<file path="config.mk">
export PLATFORM = sky130hd
export DESIGN_NAME = gats_top
export DESIGN_NICKNAME = d
export VERILOG_FILES = /design/src/hw/gats_fifo2.v /design/src/hw/gats_top.v
export VERILOG_INCLUDE_DIRS = /design/src /design/src/hw
export SDC_FILE = /design/constraint.sdc
export NUM_CORES = 1
export LEC_CHECK = 0
export BUFFER_PORTS_ARGS = -buffer_cell sky130_fd_sc_hd__buf_2
export CORE_ASPECT_RATIO = 0.75
export CORE_UTILIZATION = 50
export CTS_CLUSTER_SIZE = 16
export DETAILED_ROUTE_END_ITERATION = 8
export PLACE_DENSITY = 0.75
export SYNTH_ARGS = -nofsm -noshare
export SYNTH_HDL_FRONTEND = slang
export SYNTH_SLANG_ARGS = --single-unit
</file>
<file path="constraint.sdc">
create_clock -name CLOCK -period 6.28 [get_ports CLOCK]
set_input_delay 1.256 -clock CLOCK [delete_from_list [all_inputs] [get_ports CLOCK]]
set_output_delay 1.256 -clock CLOCK [all_outputs]
set_load 0.01 [all_outputs]
</file>
<file path="src/hw/gats_map.vh">
// Constants and register map of the aiding and time sync block
// Notes on behaviour
// Aiding port frames are one start, eight data, one stop bit, no parity.
// Aiding bit rates 9600, 19200, 38400, 57600 selectable; 57600 preferred.
// Receiver must send position, velocity and status messages at 4 Hz.
// Received aiding bytes are used only when aiding is enabled in configuration.
// Aiding-absent flag clear only while valid 3D-fix messages arrive, else set.
// Marine sentence aiding lacks vertical velocity; derived from altitude steps.
// With a second pulse, sampling locks to it; exactly 100 ticks per second.
// Data valid at pulse edge and each 10 ms after; sampling lags up to 500 us.
// Pulse-unlocked flag clear while locked to the second pulse, else set.
// Second pulse output aligned to the sampling clock, 43 ns granularity; here 40 ns, from the 25 MHz clock.
// Second pulse output only when time is known; edge on the second boundary.
// Consumers detect the second pulse on its rising edge.
// Without internal receiver, sampling locks to an external 1 kHz sync pulse.
// Host waits at least 60 s after power-up before trusting output data.
// Default receiver messages use the same 8N1 framing, no flow control.
// Without lock, the 10 ms cadence free-runs from the local clock.
`ifndef GATS_MAP_VH
`define GATS_MAP_VH
`define GATS_CLK_HZ 25000000
`define GATS_ADDR_CTRL 4'h0
`define GATS_ADDR_STATUS 4'h1
`define GATS_ADDR_DATA 4'h2
`define GATS_ADDR_VVEL 4'h3
`define GATS_CTRL_AID_EN 0
`define GATS_CTRL_RATE_LO 1
`define GATS_CTRL_RATE_HI 2
`define GATS_CTRL_MARINE 3
`define GATS_CTRL_TIME_KNOWN 4
`define GATS_CTRL_FIX3D 5
`define GATS_CTRL_EXT_SYNC 6
`define GATS_CTRL_RESET 8'h00
`define GATS_ST_AID_ABSENT 0
`define GATS_ST_UNLOCKED 1
`define GATS_ST_DATA_VALID 2
`define GATS_ST_RX_ERR 3
`define GATS_BAUD_9600 16'd2604
`define GATS_BAUD_19200 16'd1302
`define GATS_BAUD_38400 16'd651
`define GATS_BAUD_57600 16'd434
`define GATS_TICK_NS 10000000
`define GATS_TICK_CYC (`GATS_CLK_HZ / 100)
`define GATS_MS_CYC (`GATS_CLK_HZ / 1000)
`define GATS_TICKS_PER_SEC 7'd100
`define GATS_MS_PER_TICK 4'd10
`define GATS_AID_TIMEOUT_CYC (`GATS_CLK_HZ / 2)
`endif

</file>
<file path="src/hw/gats_fifo2.v">
// Two-entry buffer for received aiding bytes
`timescale 1ns/1ns
`default_nettype none
module gats_fifo2 #(
   parameter WIDTH = 8
) (
   input wire clk, // Clock
   input wire rst_n, // Async reset, active low
   input wire in_valid, // Write side valid
   output wire in_ready, // Write side ready
   input wire [WIDTH-1:0] in_data, // Write data
   output wire out_valid, // Read side valid
   input wire out_ready, // Read side ready
   output wire [WIDTH-1:0] out_data // Read data, from a register
);
   reg [WIDTH-1:0] mem_reg [0:1];
   reg wr_ptr_reg;
   reg rd_ptr_reg;
   reg [1:0] count_reg;
   wire do_wr;
   wire do_rd;
   // Handshakes
   assign in_ready = (count_reg != 2'd2);
   assign out_valid = (count_reg != 2'd0);
   assign out_data = mem_reg[rd_ptr_reg];
   assign do_wr = in_valid & in_ready;
   assign do_rd = out_valid & out_ready;
   // Pointers and occupancy
   always @(posedge clk or negedge rst_n)
   begin
      if (!rst_n)
      begin
         wr_ptr_reg <= 1'b0;
         rd_ptr_reg <= 1'b0;
         count_reg <= 2'd0;
         mem_reg[0] <= {WIDTH{1'b0}};
         mem_reg[1] <= {WIDTH{1'b0}};
      end
      else
      begin
         if (do_wr)
         begin
            mem_reg[wr_ptr_reg] <= in_data;
            wr_ptr_reg <= ~wr_ptr_reg;
         end
         if (do_rd)
            rd_ptr_reg <= ~rd_ptr_reg;
         if (do_wr & ~do_rd)
            count_reg <= count_reg + 2'd1;
         else if (do_rd & ~do_wr)
            count_reg <= count_reg - 2'd1;
      end
   end
endmodule // gats_fifo2
`default_nettype wire

</file>
<file path="src/hw/gats_top.v">
// Aiding receiver, pulse lock and navigation tick generator
`timescale 1ns/1ns
`default_nettype none
`include "gats_map.vh"
module gats_top (
   input wire CLOCK, // 25 MHz clock
   input wire RESETN, // Async reset, active low
   input wire [3:0] ADDR, // Register address
   input wire [7:0] WDATA, // Register write data
   input wire WR, // Write strobe
   input wire RD, // Read strobe
   output reg [7:0] RDATA, // Read data, one cycle after RD
   input wire AID_RXD, // Aiding serial input
   input wire PULSE_IN, // Pulse input, second or 1 kHz
   output wire PULSE_OUT, // Second pulse output drive level
   output wire PULSE_OE, // Second pulse output enable
   output reg NAV_TICK, // One-cycle 10 ms navigation tick
   output wire EXT_AID_ABSENT, // Aiding-absent flag
   output wire PULSE_UNLOCKED // Pulse-unlocked flag
);
   // Control, synchronisers and serial receiver state
   reg [7:0] ctrl_reg;
   reg [1:0] rxd_sync_reg;
   reg [1:0] pin_sync_reg;
   reg pin_last_reg;
   reg [15:0] baud_cnt_reg;
   reg [3:0] bit_cnt_reg;
   reg [7:0] shift_reg;
   reg rx_busy_reg;
   reg rx_err_reg;
   reg byte_valid_reg;
   reg [7:0] byte_reg;
   // Aiding age, navigation cadence and pulse lock state
   reg [24:0] aid_age_reg;
   reg [24:0] tick_cnt_reg;
   reg [6:0] tick_num_reg;
   reg [3:0] ms_num_reg;
   reg locked_reg;
   reg [25:0] lock_age_reg;
   reg pulse_out_reg;
   // Altitude history for the vertical speed estimate
   reg [7:0] alt_lo_reg;
   reg [15:0] alt_cur_reg;
   reg alt_hi_reg;
   reg [15:0] vvel_reg;
   reg [15:0] baud_div;
   // Long counts cut to the width of the counters that hold them
   localparam [31:0] AID_TIMEOUT_FULL = `GATS_AID_TIMEOUT_CYC;
   localparam [24:0] AID_TIMEOUT = AID_TIMEOUT_FULL[24:0];
   localparam [31:0] TICK_LAST_FULL = `GATS_TICK_CYC - 1;
   localparam [24:0] TICK_LAST = TICK_LAST_FULL[24:0];
   // Lock lost after one second plus two ticks without an edge
   localparam [31:0] SEC_WINDOW_FULL = `GATS_CLK_HZ + `GATS_CLK_HZ / 50;
   localparam [25:0] SEC_WINDOW = SEC_WINDOW_FULL[25:0];
   // In 1 kHz mode lock is lost after two missed edges
   localparam [31:0] MS_WINDOW_FULL = `GATS_MS_CYC * 2;
   localparam [25:0] MS_WINDOW = MS_WINDOW_FULL[25:0];
   // Synchronised line, control decode and buffer handshake
   wire rxd_s;
   wire pin_rise;
   wire aid_en;
   wire ext_sync;
   wire fifo_in_ready;
   wire fifo_out_valid;
   wire [7:0] fifo_out_data;
   wire fifo_pop;
   wire aid_absent;
   wire [25:0] lock_window;
   assign rxd_s = rxd_sync_reg[1];
   assign aid_en = ctrl_reg[`GATS_CTRL_AID_EN];
   assign ext_sync = ctrl_reg[`GATS_CTRL_EXT_SYNC];
   // Synchronise the pins, edge detect on the second stage only
   always @(posedge CLOCK or negedge RESETN)
   begin
      if (!RESETN)
      begin
         rxd_sync_reg <= 2'b11;
         pin_sync_reg <= 2'b00;
         pin_last_reg <= 1'b0;
      end
      else
      begin
         rxd_sync_reg <= {rxd_sync_reg[0], AID_RXD};
         pin_sync_reg <= {pin_sync_reg[0], PULSE_IN};
         pin_last_reg <= pin_sync_reg[1];
      end
   end
   assign pin_rise = pin_sync_reg[1] & ~pin_last_reg;
   // Bit period for the selected rate
   always @*
   begin
      case (ctrl_reg[`GATS_CTRL_RATE_HI:`GATS_CTRL_RATE_LO])
         2'd0: baud_div = `GATS_BAUD_9600;
         2'd1: baud_div = `GATS_BAUD_19200;
         2'd2: baud_div = `GATS_BAUD_38400;
         default: baud_div = `GATS_BAUD_57600;
      endcase
   end
   // 8N1 receiver, sampled mid bit
   always @(posedge CLOCK or negedge RESETN)
   begin
      if (!RESETN)
      begin
         rx_busy_reg <= 1'b0;
         baud_cnt_reg <= 16'h0000;
         bit_cnt_reg <= 4'h0;
         shift_reg <= 8'h00;
         byte_valid_reg <= 1'b0;
         byte_reg <= 8'h00;
         rx_err_reg <= 1'b0;
      end
      else
      begin
         // A free buffer slot takes the pending byte this cycle
         if (fifo_in_ready)
            byte_valid_reg <= 1'b0;
         // Software clears the sticky error; an error in the same cycle wins
         if (WR && ADDR == `GATS_ADDR_STATUS && WDATA[`GATS_ST_RX_ERR])
            rx_err_reg <= 1'b0;
         // Idle: a low line starts a frame, the first wait is half a bit
         if (!rx_busy_reg)
         begin
            if (!rxd_s && aid_en)
            begin
               rx_busy_reg <= 1'b1;
               baud_cnt_reg <= {1'b0, baud_div[15:1]};
               bit_cnt_reg <= 4'h0;
            end
         end
         else if (baud_cnt_reg != 16'h0000)
            baud_cnt_reg <= baud_cnt_reg - 16'h0001;
         else
         begin
            baud_cnt_reg <= baud_div - 16'h0001;
            bit_cnt_reg <= bit_cnt_reg + 4'h1;
            // Mid start bit still high: a glitch, the frame is dropped
            if (bit_cnt_reg == 4'h0 && rxd_s)
               rx_busy_reg <= 1'b0;
            else if (bit_cnt_reg >= 4'h1 && bit_cnt_reg <= 4'h8)
               shift_reg <= {rxd_s, shift_reg[7:1]};
            else if (bit_cnt_reg == 4'h9)
            begin
               // Stop bit: the byte moves to its own holding register, so the
               // next frame shifting in cannot spoil a byte that waits for room
               rx_busy_reg <= 1'b0;
               if (rxd_s && !(byte_valid_reg && !fifo_in_ready))
               begin
                  byte_valid_reg <= 1'b1;
                  byte_reg <= shift_reg;
               end
               else
                  rx_err_reg <= 1'b1; // Framing error or overrun, set wins
            end
         end
      end
   end
   // Two-entry buffer between the receiver and the data register
   gats_fifo2 #(
      .WIDTH(8)
   ) u_fifo (
      .clk(CLOCK),
      .rst_n(RESETN),
      .in_valid(byte_valid_reg),
      .in_ready(fifo_in_ready),
      .in_data(byte_reg),
      .out_valid(fifo_out_valid),
      .out_ready(fifo_pop),
      .out_data(fifo_out_data)
   );
   // A data read pops the buffer; a read of an empty buffer pops nothing
   assign fifo_pop = RD && ADDR == `GATS_ADDR_DATA;
   // Aiding freshness: valid bytes with a 3D fix keep the flag clear
   always @(posedge CLOCK or negedge RESETN)
   begin
      if (!RESETN)
         aid_age_reg <= AID_TIMEOUT;
      else if (byte_valid_reg && fifo_in_ready && aid_en)
         aid_age_reg <= 25'd0;
      else if (aid_age_reg != AID_TIMEOUT)
         aid_age_reg <= aid_age_reg + 25'd1;
   end
   // Fix bit is set by software once it has parsed a 3D fix; the timeout
   // spans two message periods, so one lost message does not raise the flag
   assign aid_absent = !(aid_en && ctrl_reg[`GATS_CTRL_FIX3D]
      && aid_age_reg != AID_TIMEOUT);
   assign EXT_AID_ABSENT = aid_absent;
   // Altitude pairs from software, vertical velocity per update
   always @(posedge CLOCK or negedge RESETN)
   begin
      if (!RESETN)
      begin
         alt_lo_reg <= 8'h00;
         alt_cur_reg <= 16'h0000;
         alt_hi_reg <= 1'b0;
         vvel_reg <= 16'h0000;
      end
      else if (WR && ADDR == `GATS_ADDR_VVEL && ctrl_reg[`GATS_CTRL_MARINE])
      begin
         // Low byte waits apart, so the old altitude stays whole until the pair ends
         alt_hi_reg <= ~alt_hi_reg;
         if (!alt_hi_reg)
            alt_lo_reg <= WDATA;
         else
         begin
            alt_cur_reg <= {WDATA, alt_lo_reg};
            vvel_reg <= {WDATA, alt_lo_reg} - alt_cur_reg;
         end
      end
   end
   // 10 ms tick cadence, restarted by the pulse when locked
   assign lock_window = ext_sync ? MS_WINDOW : SEC_WINDOW;
   always @(posedge CLOCK or negedge RESETN)
   begin
      if (!RESETN)
      begin
         tick_cnt_reg <= 25'd0;
         tick_num_reg <= 7'd0;
         ms_num_reg <= 4'd0;
         NAV_TICK <= 1'b0;
         locked_reg <= 1'b0;
         lock_age_reg <= 26'd0;
         pulse_out_reg <= 1'b0;
      end
      else
      begin
         NAV_TICK <= 1'b0;
         // Lock age restarts at every edge; lock drops when it saturates
         if (pin_rise)
            lock_age_reg <= 26'd0;
         else if (lock_age_reg != lock_window)
            lock_age_reg <= lock_age_reg + 26'd1;
         if (lock_age_reg == lock_window)
            locked_reg <= 1'b0;
         // Second mode: the edge restarts the cadence at tick zero
         if (pin_rise && !ext_sync)
         begin
            locked_reg <= 1'b1;
            tick_cnt_reg <= 25'd0;
            tick_num_reg <= 7'd0;
            NAV_TICK <= 1'b1;
         end
         // 1 kHz mode: every tenth edge is a tick
         else if (pin_rise && ext_sync)
         begin
            locked_reg <= 1'b1;
            if (ms_num_reg == `GATS_MS_PER_TICK - 4'd1)
            begin
               ms_num_reg <= 4'd0;
               tick_cnt_reg <= 25'd0;
               NAV_TICK <= 1'b1;
            end
            else
               ms_num_reg <= ms_num_reg + 4'd1;
         end
         // Free run; the first tick of a locked second waits for the edge
         else if (tick_cnt_reg == TICK_LAST)
         begin
            tick_cnt_reg <= 25'd0;
            if (!(locked_reg && !ext_sync && tick_num_reg == `GATS_TICKS_PER_SEC - 7'd1))
            begin
               NAV_TICK <= 1'b1;
               tick_num_reg <= (tick_num_reg == `GATS_TICKS_PER_SEC - 7'd1) ?
                  7'd0 : tick_num_reg + 7'd1;
            end
         end
         else
            tick_cnt_reg <= tick_cnt_reg + 25'd1;
         // Output pulse is high for the first ten ticks of each second
         pulse_out_reg <= ctrl_reg[`GATS_CTRL_TIME_KNOWN] && tick_num_reg < 7'd10;
      end
   end
   // Open-collector second pulse: pull low when output is low
   // The pin is pulled up outside, so the edge rises as tick zero starts
   assign PULSE_OUT = 1'b0;
   assign PULSE_OE = ctrl_reg[`GATS_CTRL_TIME_KNOWN] & ~pulse_out_reg;
   assign PULSE_UNLOCKED = ~locked_reg;
   // Register writes
   always @(posedge CLOCK or negedge RESETN)
   begin
      if (!RESETN)
         ctrl_reg <= `GATS_CTRL_RESET;
      else if (WR && ADDR == `GATS_ADDR_CTRL)
         ctrl_reg <= WDATA;
   end
   // Register reads, data one cycle after the strobe
   // Unmapped addresses and idle cycles read as zero
   always @(posedge CLOCK or negedge RESETN)
   begin
      if (!RESETN)
         RDATA <= 8'h00;
      else if (RD)
      begin
         case (ADDR)
            `GATS_ADDR_CTRL: RDATA <= ctrl_reg;
            `GATS_ADDR_STATUS: RDATA <= {4'h0, rx_err_reg, fifo_out_valid,
               ~locked_reg, aid_absent};
            `GATS_ADDR_DATA: RDATA <= fifo_out_data;
            `GATS_ADDR_VVEL: RDATA <= vvel_reg[7:0];
            default: RDATA <= 8'h00;
         endcase
      end
      else
         RDATA <= 8'h00;
   end
endmodule // gats_top
`default_nettype wire

</file>
==> impl_metrics.tcl <==
set metrics [dict create \
    reg2reg_slack_ns 3.29 \
    path_buf_inv 2 \
    reg2reg_depth 7 \
    placed_area_mm2 0.0104 \
    port-buffer-count 29 \
    synth_top_family_by_area "simple AND/OR/NAND/NOR gates" \
    synth-seq-cells 195 \
    cts.clk_slew.worst_paths_ns 0.07 \
    antenna_found_initial 0 \
    synth_edf_count 0 \
    largest_reg_flops 26 \
    hold_buffers 0 \
    pin_count 31 \
    crit_chain "nor4bb_1 > nand4_1 > nor3b_1 > buf_4 > or2_2 > buf_2" \
    cp.required_ns 5.02 \
    rsz0062_at_grt "no" \
    detail_route.iter0.violations 559 \
    power_density_mw_per_mm2 284 \
    syn_avg_cell_area_um2 10.0 \
    design.core.area_mm2 0.0195 \
    dp_slack_ns 2.67 \
    yosysWarnings 0 \
    crit_family "simple AND/OR/NAND/NOR gates" \
    final_nets 1068 \
    hold-path-cell-count 0 \
    fin_crit_sh 0.533 \
    worstPathMaxFanout 7 \
    min_period_ns 3.35 \
    drive_above_1_share 0.156 \
    antenna-diode-count 0 \
    synth.largest_area_cell "dfrtp_1" \
    hold_start "rxd_sync_reg[0]" \
    worst_slack_ns 2.93 \
    fillerInstances 1688 \
    post_cts_buffers 0 \
    leakage_nw 4.75 \
    cp_num_cells 6 \
    async_flop_share 1.00 \
    outcome "complete, but fails checks" \
    synth_top_area_frac 0.451 \
    crit_type "register to primary output" \
    worstReg2RegStart "baud_cnt_reg[0]" \
    drc_errors 4 \
    critPathMaxStageDelay_ns 0.58 \
    slew_headroom 0.320 \
    dieArea_mm2 0.0207 \
    syn-num-nets 1047 \
    cts_buffers 17 \
    timing.fmax_ghz 0.299 \
    gp_congestion 0.883 \
    synth-compound-area-share 0.102 \
    regArea_mm2 0.00490 \
    hold_viol 0 \
    multiInputGateArea_mm2 0.00488 \
    die_w_um 166 \
    syn-cell-area_mm2 0.0100 \
    synth-xor-area-share 0.0628 \
    cts_tree "done" \
    skew_ns 0.00986 \
    drv_cap 0 \
    synthAdderAreaFrac 0.0319 \
    finalNonFillerCells 1291 \
    ir_worst_vdd_v 0.000164 \
    overflow 0 \
    die_h_um 125 \
    yosys_most_used_dff "dfrtp_1" \
    worst_pin_slew_ns 1.02 \
    cts_root_buf "clkbuf_16" \
    wl_mm 21.5 \
    finalSetupViolations 0 \
    synth_area_leaders "dfrtp_1 45%, mux2_2 6.7%, xnor2_1 4.3%" \
    r2r_end "byte_reg[5]" \
    wl_per_cell_um 16.7 \
    via_per_inst 5.90 \
    grt_usage 0.219 \
    holdWs_ns 0.356 \
    cts_sinks 195 \
    synth-simple-area-share 0.213 \
    cp_slowest_cell "dfstp_2" \
    hp-class "register to register" \
    firstDrtPassIters 9 \
    dp_cells 1259 \
    grt_max_degree 95 \
    vias 7621 \
    ctsResizeCount 0 \
    grt_pass1_vias 7094 \
    drv_slew 0 \
    ant_nets 0 \
    violations "DRC" \
    grt_pass1_wl_mm 36.4 \
    rows 44 \
    ys_seq_area_frac 0.488 \
    start_kind "register" \
    htreeDepth 4 \
    clk_latency_ns 0.44 \
    place_hpwl_mm 14.8 \
    netlist_instances 1004 \
    worst_ep_arrival_time_ns 2.09 \
    final.setup.tns_ns 0 \
    worst_setup_path_end_kind "primary output" \
    cts_buffer_depth 2 \
    fin_area_mm2 0.0110 \
    synthToLayoutAreaGrowth_pct 9.49 \
    start_util 0.515 \
    synth_cell_type_count 71 \
    worstHoldEndpoint "rxd_sync_reg[1]" \
    synth_mux_area_frac 0.0742 \
]
-- layout make-up --
type                            instances  share of cell area
Tap cell                              253              0.0288
Multi-Input combinational cell        736               0.444
Clock buffer                           17              0.0387
Inverter                               38              0.0130
Timing Repair Buffer                   37              0.0195
Sequential cell                       195               0.445
Clock inverter                         15              0.0113
-- synthesized netlist by cell type, types with 13 or more instances --
cell,instances
dfrtp_1,181
clkbuf_1,31
xnor2_1,49
nand2_1,85
a31oi_1,13
nor3_1,28
inv_1,37
mux2_2,60
dfstp_2,14
xor2_1,23
ha_1,24
nor4_1,23
nand3_1,51
or3_1,15
nor2_1,89
and3_1,15
o21ai_0,49
nand4_1,21
a21oi_1,45
-- stage by stage --
stage | power, W | util
2_1_floorplan | 0.00193 | -
3_3_place_gp | 0.00208 | 0.536
3_5_place_dp | 0.00210 | 0.536
4_1_cts | 0.00313 | 0.564
5_1_grt | 0.00328 | 0.564
6_report | 0.00312 | 0.564
-- cell families after synthesis --
| kind of cell | count (synthesis) |
|---|---|
| other | 1 |
| flip-flops | 195 |
| AO/OA/AOI/OAI | 166 |
| adder cells (fa/ha/maj) | 25 |
| XOR/XNOR | 72 |
| buffers and inverters | 73 |
| multiplexers | 67 |
| AND/OR/NAND/NOR | 405 |
-- report_power, final --
| group | total (W) | internal, W | switching (W) |
|---|---|---|---|
| logic | 0.000560 | 0.000254 | 0.000306 |
| clock network | 0.00103 | 0.000519 | 0.000513 |
| registers | 0.00153 | 0.00138 | 0.000157 |
-- how the worst max path moves through the flow --
stage                         start              to  slack (ns)
floorplan            aid_age_reg[5]  EXT_AID_ABSENT        3.32
global placement            ADDR[3]   alt_lo_reg[2]        2.75
detailed placement          ADDR[3]   alt_lo_reg[3]        2.67
CTS                  aid_age_reg[0]  EXT_AID_ABSENT        2.91
global route        aid_age_reg[15]  EXT_AID_ABSENT        2.75
finish               aid_age_reg[5]  EXT_AID_ABSENT        2.93
-- per-layer routing --
layer | share of wire | vias up | GRT usage | routed length (µm)
li1 | - | 3653 | - | -
met1 | 0.51 | 3754 | 0.334 | 11100
met2 | 0.43 | 190 | 0.314 | 9210
met3 | 0.043 | 24 | 0.0375 | 925
met4 | 0.016 | 0 | 0.0709 | 334
met5 | 0 | - | 0 | 0
-- cells in the final DEF (no fill, tap or decap), types with 17 or more instances in the layout --
cell type and n:
ha_1 24, inv_1 37, nor2_1 89, nand4_1 21
mux2_2 60, nand2_1 85, xor2_1 23, o21ai_0 49
buf_2 28, dfrtp_1 181, nand3_1 51, xnor2_1 49
clkbuf_16 17, a21oi_1 45, nor3_1 28, nor4_1 23
Power figures use the tool's default switching activity.
